`src/hdl/fc_credit_defines.svh`:
```
// Register offsets, field positions and widths for the VC0 flow control status bank.
// Assumes inclusion by bare name from the design files.
`ifndef FC_CREDIT_DEFINES_SVH
`define FC_CREDIT_DEFINES_SVH

`define CPL_LIMIT_OFFSET      12'h0814
`define PST_ALLOC_OFFSET      12'h0818
`define NPS_ALLOC_OFFSET      12'h081C
`define CPL_ALLOC_OFFSET      12'h0820
`define ADDR_WIDTH            12
`define LIMIT_VALID_BIT       31
`define UNLIM_HDR_BIT         30
`define UNLIM_DAT_BIT         29
`define HDR_MSB               21
`define HDR_LSB               14
`define DAT_MSB               11
`define DAT_LSB               0
`define HDR_WIDTH             8
`define DAT_WIDTH             12
`define ZERO_WORD             32'h0000_0000
`define CREDIT_REG_COUNT      4

`endif

```
`src/hdl/fc_credit_pkg.sv`:
```
// Types shared by the VC0 flow control status bank.
// Assumes fc_credit_defines.svh is compiled alongside.
`include "fc_credit_defines.svh"
package fc_credit_pkg;
  typedef logic [`HDR_WIDTH-1:0] hdr_credit_t;
  typedef logic [`DAT_WIDTH-1:0] dat_credit_t;
  typedef enum logic [2:0] {
    SEL_NONE      = 3'b000,
    SEL_CPL_LIMIT = 3'b001,
    SEL_PST_ALLOC = 3'b011,
    SEL_NPS_ALLOC = 3'b010,
    SEL_CPL_ALLOC = 3'b110
  } reg_sel_t;
endpackage

```
`src/hdl/credit_field_pack.sv`:
```
// Packs a header and data credit count into the common register layout.
// Assumes counts are already registered by the caller.
`include "fc_credit_defines.svh"
module credit_field_pack (
  input  wire fc_credit_pkg::hdr_credit_t header_credit_count_i,
  input  wire fc_credit_pkg::dat_credit_t data_credit_count_i,
  output logic [31:0]                     word_o
);
  always_comb begin
    word_o                          = `ZERO_WORD;
    word_o[`HDR_MSB:`HDR_LSB]       = header_credit_count_i;
    word_o[`DAT_MSB:`DAT_LSB]       = data_credit_count_i;
  end
endmodule // credit_field_pack

```
`src/hdl/apb_addr_decode.sv`:
```
// Decodes an APB byte address into one of the bank's registers.
// Assumes word-aligned addresses; low two bits are ignored.
`include "fc_credit_defines.svh"
module apb_addr_decode (
  input  wire logic [`ADDR_WIDTH-1:0] addr_i,
  output fc_credit_pkg::reg_sel_t     sel_o
);
  always_comb begin
    unique case ({addr_i[`ADDR_WIDTH-1:2], 2'b00})
      `CPL_LIMIT_OFFSET: sel_o = fc_credit_pkg::SEL_CPL_LIMIT;
      `PST_ALLOC_OFFSET: sel_o = fc_credit_pkg::SEL_PST_ALLOC;
      `NPS_ALLOC_OFFSET: sel_o = fc_credit_pkg::SEL_NPS_ALLOC;
      `CPL_ALLOC_OFFSET: sel_o = fc_credit_pkg::SEL_CPL_ALLOC;
      default:           sel_o = fc_credit_pkg::SEL_NONE;
    endcase
  end
endmodule // apb_addr_decode

```
`src/hdl/fc_credit_status.sv`:
```
// VC0 flow control credit status bank, read over APB.
// Assumes the link layer presents credit state synchronous to CLK_SYS_I.
//
// Overview of operation
// - Limit valid bit 31 sets once partner initial flow control arrives.
// - Bit 30 shows partner advertised unlimited completion header credits.
// - Bit 29 shows partner advertised unlimited completion data credits.
// - Count field is undefined while its unlimited flag is set.
// - Completion limit header count at 21:14, data count at 11:0.
// - Posted allocated header count at 21:14, data count at 11:0.
// - Non-posted allocated header count at 21:14, data count at 11:0.
// - Completion allocated header count at 21:14, data count at 11:0.
`include "fc_credit_defines.svh"
module fc_credit_status (
  input  wire logic                        CLK_SYS_I,
  input  wire logic                        RESET_N_I,
  input  wire logic                        PSEL_I,
  input  wire logic                        PENABLE_I,
  input  wire logic                        PWRITE_I,
  input  wire logic [`ADDR_WIDTH-1:0]      PADDR_I,
  input  wire logic [31:0]                 PWDATA_I,
  output logic      [31:0]                 PRDATA_O,
  output logic                             PREADY_O,
  output logic                             PSLVERR_O,
  input  wire logic                        INIT_FC_RECEIVED_I,
  input  wire logic                        CPL_UNLIM_HDR_I,
  input  wire logic                        CPL_UNLIM_DAT_I,
  input  wire fc_credit_pkg::hdr_credit_t  CPL_LIMIT_HDR_I,
  input  wire fc_credit_pkg::dat_credit_t  CPL_LIMIT_DAT_I,
  input  wire fc_credit_pkg::hdr_credit_t  PST_ALLOC_HDR_I,
  input  wire fc_credit_pkg::dat_credit_t  PST_ALLOC_DAT_I,
  input  wire fc_credit_pkg::hdr_credit_t  NPS_ALLOC_HDR_I,
  input  wire fc_credit_pkg::dat_credit_t  NPS_ALLOC_DAT_I,
  input  wire fc_credit_pkg::hdr_credit_t  CPL_ALLOC_HDR_I,
  input  wire fc_credit_pkg::dat_credit_t  CPL_ALLOC_DAT_I
);

  logic                        limit_valid_reg;
  logic                        unlimited_header_credit_flag_reg;
  logic                        unlimited_data_credit_flag_reg;
  fc_credit_pkg::hdr_credit_t  cpl_lim_hdr_reg;
  fc_credit_pkg::dat_credit_t  cpl_lim_dat_reg;
  fc_credit_pkg::hdr_credit_t  pst_hdr_reg;
  fc_credit_pkg::dat_credit_t  pst_dat_reg;
  fc_credit_pkg::hdr_credit_t  nps_hdr_reg;
  fc_credit_pkg::dat_credit_t  nps_dat_reg;
  fc_credit_pkg::hdr_credit_t  cpl_hdr_reg;
  fc_credit_pkg::dat_credit_t  cpl_dat_reg;
  fc_credit_pkg::hdr_credit_t  hdr_bank [`CREDIT_REG_COUNT];
  fc_credit_pkg::dat_credit_t  dat_bank [`CREDIT_REG_COUNT];
  logic [31:0]                 word_bank [`CREDIT_REG_COUNT];
  logic [31:0]                 limit_word;
  logic [31:0]                 rdata_next;
  logic                        setup_phase;
  logic                        read_setup;
  logic                        first_init;
  logic                        unmapped;
  logic                        pslverr_next;
  fc_credit_pkg::reg_sel_t     sel;

  // Slot order follows the address map
  localparam int unsigned SLOT_CPL_LIM = 0;
  localparam int unsigned SLOT_PST     = 1;
  localparam int unsigned SLOT_NPS     = 2;
  localparam int unsigned SLOT_CPL     = 3;

  // Valid flag is sticky until reset: limits do not change after init
  always_ff @(posedge CLK_SYS_I or negedge RESET_N_I) begin
    if (!RESET_N_I) begin
      limit_valid_reg <= 1'b0;
    end else if (INIT_FC_RECEIVED_I) begin
      limit_valid_reg <= 1'b1;
    end
  end

  // Only the first init after reset carries limits; repeats are ignored
  assign first_init = INIT_FC_RECEIVED_I && !limit_valid_reg;

  always_ff @(posedge CLK_SYS_I or negedge RESET_N_I) begin
    if (!RESET_N_I) begin
      unlimited_header_credit_flag_reg <= 1'b0;
    end else if (first_init) begin
      unlimited_header_credit_flag_reg <= CPL_UNLIM_HDR_I;
    end
  end

  always_ff @(posedge CLK_SYS_I or negedge RESET_N_I) begin
    if (!RESET_N_I) begin
      unlimited_data_credit_flag_reg <= 1'b0;
    end else if (first_init) begin
      unlimited_data_credit_flag_reg <= CPL_UNLIM_DAT_I;
    end
  end

  // Counts kept as advertised even when unlimited; software must ignore them then
  always_ff @(posedge CLK_SYS_I or negedge RESET_N_I) begin
    if (!RESET_N_I) begin
      cpl_lim_hdr_reg <= '0;
    end else if (first_init) begin
      cpl_lim_hdr_reg <= CPL_LIMIT_HDR_I;
    end
  end

  always_ff @(posedge CLK_SYS_I or negedge RESET_N_I) begin
    if (!RESET_N_I) begin
      cpl_lim_dat_reg <= '0;
    end else if (first_init) begin
      cpl_lim_dat_reg <= CPL_LIMIT_DAT_I;
    end
  end

  // Allocated counts track the link layer every cycle, one cycle late
  always_ff @(posedge CLK_SYS_I or negedge RESET_N_I) begin
    if (!RESET_N_I) begin
      pst_hdr_reg <= '0;
    end else begin
      pst_hdr_reg <= PST_ALLOC_HDR_I;
    end
  end

  always_ff @(posedge CLK_SYS_I or negedge RESET_N_I) begin
    if (!RESET_N_I) begin
      pst_dat_reg <= '0;
    end else begin
      pst_dat_reg <= PST_ALLOC_DAT_I;
    end
  end

  always_ff @(posedge CLK_SYS_I or negedge RESET_N_I) begin
    if (!RESET_N_I) begin
      nps_hdr_reg <= '0;
    end else begin
      nps_hdr_reg <= NPS_ALLOC_HDR_I;
    end
  end

  always_ff @(posedge CLK_SYS_I or negedge RESET_N_I) begin
    if (!RESET_N_I) begin
      nps_dat_reg <= '0;
    end else begin
      nps_dat_reg <= NPS_ALLOC_DAT_I;
    end
  end

  always_ff @(posedge CLK_SYS_I or negedge RESET_N_I) begin
    if (!RESET_N_I) begin
      cpl_hdr_reg <= '0;
    end else begin
      cpl_hdr_reg <= CPL_ALLOC_HDR_I;
    end
  end

  always_ff @(posedge CLK_SYS_I or negedge RESET_N_I) begin
    if (!RESET_N_I) begin
      cpl_dat_reg <= '0;
    end else begin
      cpl_dat_reg <= CPL_ALLOC_DAT_I;
    end
  end

  assign hdr_bank[SLOT_CPL_LIM] = cpl_lim_hdr_reg;
  assign dat_bank[SLOT_CPL_LIM] = cpl_lim_dat_reg;
  assign hdr_bank[SLOT_PST]     = pst_hdr_reg;
  assign dat_bank[SLOT_PST]     = pst_dat_reg;
  assign hdr_bank[SLOT_NPS]     = nps_hdr_reg;
  assign dat_bank[SLOT_NPS]     = nps_dat_reg;
  assign hdr_bank[SLOT_CPL]     = cpl_hdr_reg;
  assign dat_bank[SLOT_CPL]     = cpl_dat_reg;

  genvar slot;
  generate
    for (slot = 0; slot < `CREDIT_REG_COUNT; slot = slot + 1) begin : g_pack
      credit_field_pack u_pack (
        .header_credit_count_i (hdr_bank[slot]),
        .data_credit_count_i   (dat_bank[slot]),
        .word_o                (word_bank[slot])
      );
    end
  endgenerate

  apb_addr_decode u_decode (
    .addr_i (PADDR_I),
    .sel_o  (sel)
  );

  assign setup_phase  = PSEL_I && !PENABLE_I;
  assign read_setup   = setup_phase && !PWRITE_I;
  assign unmapped     = (sel == fc_credit_pkg::SEL_NONE);
  // Writes refused outright: every field mirrors link state, not software state
  assign pslverr_next = setup_phase && (PWRITE_I || unmapped);

  // Flags overlay the packed limit counts; the packer leaves the top bits clear
  always_comb begin
    limit_word                   = word_bank[SLOT_CPL_LIM];
    limit_word[`LIMIT_VALID_BIT] = limit_valid_reg;
    limit_word[`UNLIM_HDR_BIT]   = unlimited_header_credit_flag_reg;
    limit_word[`UNLIM_DAT_BIT]   = unlimited_data_credit_flag_reg;
  end

  always_comb begin
    rdata_next = `ZERO_WORD;
    unique case (sel)
      fc_credit_pkg::SEL_CPL_LIMIT: rdata_next = limit_word;
      fc_credit_pkg::SEL_PST_ALLOC: rdata_next = word_bank[SLOT_PST];
      fc_credit_pkg::SEL_NPS_ALLOC: rdata_next = word_bank[SLOT_NPS];
      fc_credit_pkg::SEL_CPL_ALLOC: rdata_next = word_bank[SLOT_CPL];
      fc_credit_pkg::SEL_NONE:      rdata_next = `ZERO_WORD;
    endcase
  end

  // Read data latched in setup so the access phase completes in one cycle
  always_ff @(posedge CLK_SYS_I or negedge RESET_N_I) begin
    if (!RESET_N_I) begin
      PRDATA_O <= `ZERO_WORD;
    end else if (read_setup) begin
      PRDATA_O <= rdata_next;
    end
  end

  always_ff @(posedge CLK_SYS_I or negedge RESET_N_I) begin
    if (!RESET_N_I) begin
      PREADY_O <= 1'b0;
    end else begin
      PREADY_O <= setup_phase;
    end
  end

  // Writes never touch state; unmapped addresses and writes get an error
  always_ff @(posedge CLK_SYS_I or negedge RESET_N_I) begin
    if (!RESET_N_I) begin
      PSLVERR_O <= 1'b0;
    end else begin
      PSLVERR_O <= pslverr_next;
    end
  end

endmodule // fc_credit_status

```
`config.mk`:
```
export PLATFORM = sky130hd
export DESIGN_NAME = fc_credit_status
export DESIGN_NICKNAME = d
export VERILOG_FILES = /design/src/hdl/fc_credit_pkg.sv /design/src/hdl/credit_field_pack.sv /design/src/hdl/apb_addr_decode.sv /design/src/hdl/fc_credit_status.sv
export VERILOG_INCLUDE_DIRS = /design/src /design/src/hdl
export SDC_FILE = /design/constraint.sdc
export NUM_CORES = 1
export LEC_CHECK = 0
export ABC_AREA = 0
export BUFFER_PORTS_ARGS = -buffer_cell sky130_fd_sc_hd__buf_2
export CAP_MARGIN = 25
export CELL_PAD_IN_SITES_DETAIL_PLACEMENT = 0
export CELL_PAD_IN_SITES_GLOBAL_PLACEMENT = 1
export CORE_MARGIN = 4
export CORE_UTILIZATION = 37
export DETAILED_ROUTE_END_ITERATION = 7
export MAX_ROUTING_LAYER = met4
export PLACE_DENSITY = 0.84
export SKIP_LAST_GASP = 1
export SLEW_MARGIN = 20
export SYNTH_ARGS = -nofsm -noshare
export SYNTH_HDL_FRONTEND = slang
export SYNTH_HIERARCHICAL = 1
export SYNTH_SLANG_ARGS = --single-unit
```
`constraint.sdc`:
```
create_clock -name CLK_SYS_I -period 1.5 [get_ports CLK_SYS_I]
set_clock_uncertainty 0.15 [all_clocks]
set_input_delay 0.15 -clock CLK_SYS_I [delete_from_list [all_inputs] [get_ports CLK_SYS_I]]
set_output_delay 0.15 -clock CLK_SYS_I [all_outputs]
set_load 0.03 [all_outputs]
```
==> metrics.md <==
| Metric | Value |
|---|---|
| First-pass GRT wire length | `28100 um` |
| Post-synthesis cell count | `556` |
| Worst-path clk slew | `60 ps` |
| DP HPWL | `10700 um` |
| Final setup vio count | `33` |
| Pin count of the biggest net entering global routing | `52` |
| Pleak | `4.20 nW` |
| Global routing usage on met3 | `4.73%` |
| CP endpoint kind | `flop` |
| Post-layout power | `8.51 mW` |
| Total Routing Usage GR | `19.1%` |
| Chip Height | `138 um` |
| Clock Tree Buf Depth | `2` |
| Failing checks | `negative setup slack` |
| Wirelength per Cell | `18.9 um` |
| Rows | `47` |
| Die footprint | `19100 um^2` |
| GRT Residual Overflow | `0` |
| Via count | `4799` |
| Fin area | `9500 um^2` |
| Clk sink count | `117` |
| Port Buffer Count | `131` |
| M1 GR Usage | `22.3%` |
| Most frequent cells in the layout | `128 x buf_2, 116 x dfrtp_1, 87 x dlygate4sd3_1, 61 x nand2b_1, 45 x conb_1` |
| Max VDD drop | `0.816 mV` |
| Final Cycle Share | `126%` |
| Area grow syn2layout | `51.4%` |
| Number of flip-flops in the largest register | `32` |
| Met2 GRT Util | `32.2%` |
| Die W | `138 um` |
| Global route hottest layer | `met2` |
| Largest reg by FF count | `PRDATA_O` |
| HP Class | `primary input to async pin` |
| PD cells | `896 nW/um^2` |
| RSZ-0062 raised after global routing | `true` |
| CTS tree | `yes` |
| Vias in the first global route | `5213` |
| Initial antenna violation count | `2` |
| Layout cells sized above 1 | `47.1%` |
| Minimum hold slack | `2.49 ps` |
| Io pins | `166` |
| Arr. time, crit path | `2040 ps` |
| Total core area | `16600 um^2` |
| CTS Buf Count | `17` |
| Synthesized cell area | `6270 um^2` |
| Vias/cell | `4.93` |
| Synthesized area per cell | `11.3 um^2` |
| RD Place Congestion | `0.803` |
| Slew Limit Fails | `0` |
| Worst path max stage delay | `580 ps` |
| Initial Util | `37.8%` |
| Crit path cell chain | `buf_6, or4_4, nor4_4, buf_4, buf_12, nand2b_4, buf_4, buf_12, o221ai_1, o31ai_2` |
| Worst Path Required | `1660 ps` |
| Setup TNS | `-10130 ps` |
| CP top delay family | `simple AND/OR/NAND/NOR gates` |
| Clock root buffer | `clkbuf_16` |
| Max Freq | `0.530 GHz` |
| Final wirelength | `18400 um` |
| Run status | `finished, violations left` |
| Most common cell after layout, fill and taps aside | `buf_2` |
| DRC Markers | `0` |
| Worst setup path class | `primary input to flop` |
| Final Hold Viols | `0` |
| Worst-Skew Late Latency | `430 ps` |
| Max FO, Critical Path | `7` |
| WP buf/inv | `5` |
| DRT Pass-1 Iters | `4` |
| Number of nets in the layout | `872` |
| Initial drt markers | `221` |
| Critical path's slowest cell | `or4_4` |
| MaxCap Viol Count | `0` |
| Tmin final | `1890 ps` |
| Htree depth | `4` |
| Placement Cell Area | `7130 um^2` |
| Setup ws final | `-386 ps` |
| Synth Warn # | `6` |
| Type of origin of the critical path | `primary input` |
| Post-route ant nets | `0` |
## layout make-up
cell class / instances / area (um^2)
repair buffers: 293 / 2630
clock buffers: 24 / 502
multi-input cells: 311 / 3020
fillers: 1334 / 7090
diodes: 2 / 5.00
flip-flops and latches: 117 / 2930
well taps: 220 / 275
clock inverters: 7 / 141
## worst paths after layout
path,start,end,slack (ps),cells after the start
worst max-delay path,PADDR_I[7],PRDATA_O[5],-390,10
worst min-delay path,RESET_N_I,PRDATA_O[17],2,2
worst max register to register,limit_valid_reg,cpl_lim_hdr_reg[6],50,3
worst min register to register,PRDATA_O[14],PRDATA_O[14],340,2
max in group asynchronous,RESET_N_I,limit_valid_reg,610,3
min in group CLK_SYS_I,PWRITE_I,PRDATA_O[29],40,3
## through the flow
stage / setup slack (ps) / utilization, % / cells
3_5_place_dp: -815 / 43.0 / 830
4_1_cts: -335 / 53.9 / 959
3_3_place_gp: -728 / 43.0 / 830
5_1_grt: -451 / 57.3 / 974
6_report: -386 / 57.3 / 974
2_1_floorplan: -418 / - / 597
## per-layer routing
metal | routed length [um] | vias up
li1 | - | 2210
met1 | 7580 | 2430
met3 | 711 | 32
met4 | 322 | 0
met2 | 9820 | 127
met5 | 0 | -
## power breakdown
part | leakage [nW] | switching [mW] | total [mW] | internal (mW)
clock | 0.313 | 1.43 | 4.42 | 2.99
sequential | 1.45 | 0.113 | 3.43 | 3.32
combinational | 2.43 | 0.271 | 0.657 | 0.386
total | 4.20 | 1.81 | 8.51 | 6.70
## repair_timing
| action | CTS | global route |
|---|---|---|
| gates resized for setup | 27 | 41 |
| cloned | 3 | 7 |
| pin swaps | 12 | 14 |
| endpoints found under the setup margin | 33 | 34 |
| endpoints found under the hold margin | 202 | 0 |
| hold buffers | 87 | 0 |
| setup buffers | 9 | 7 |
(Power assumes the default switching activity.)
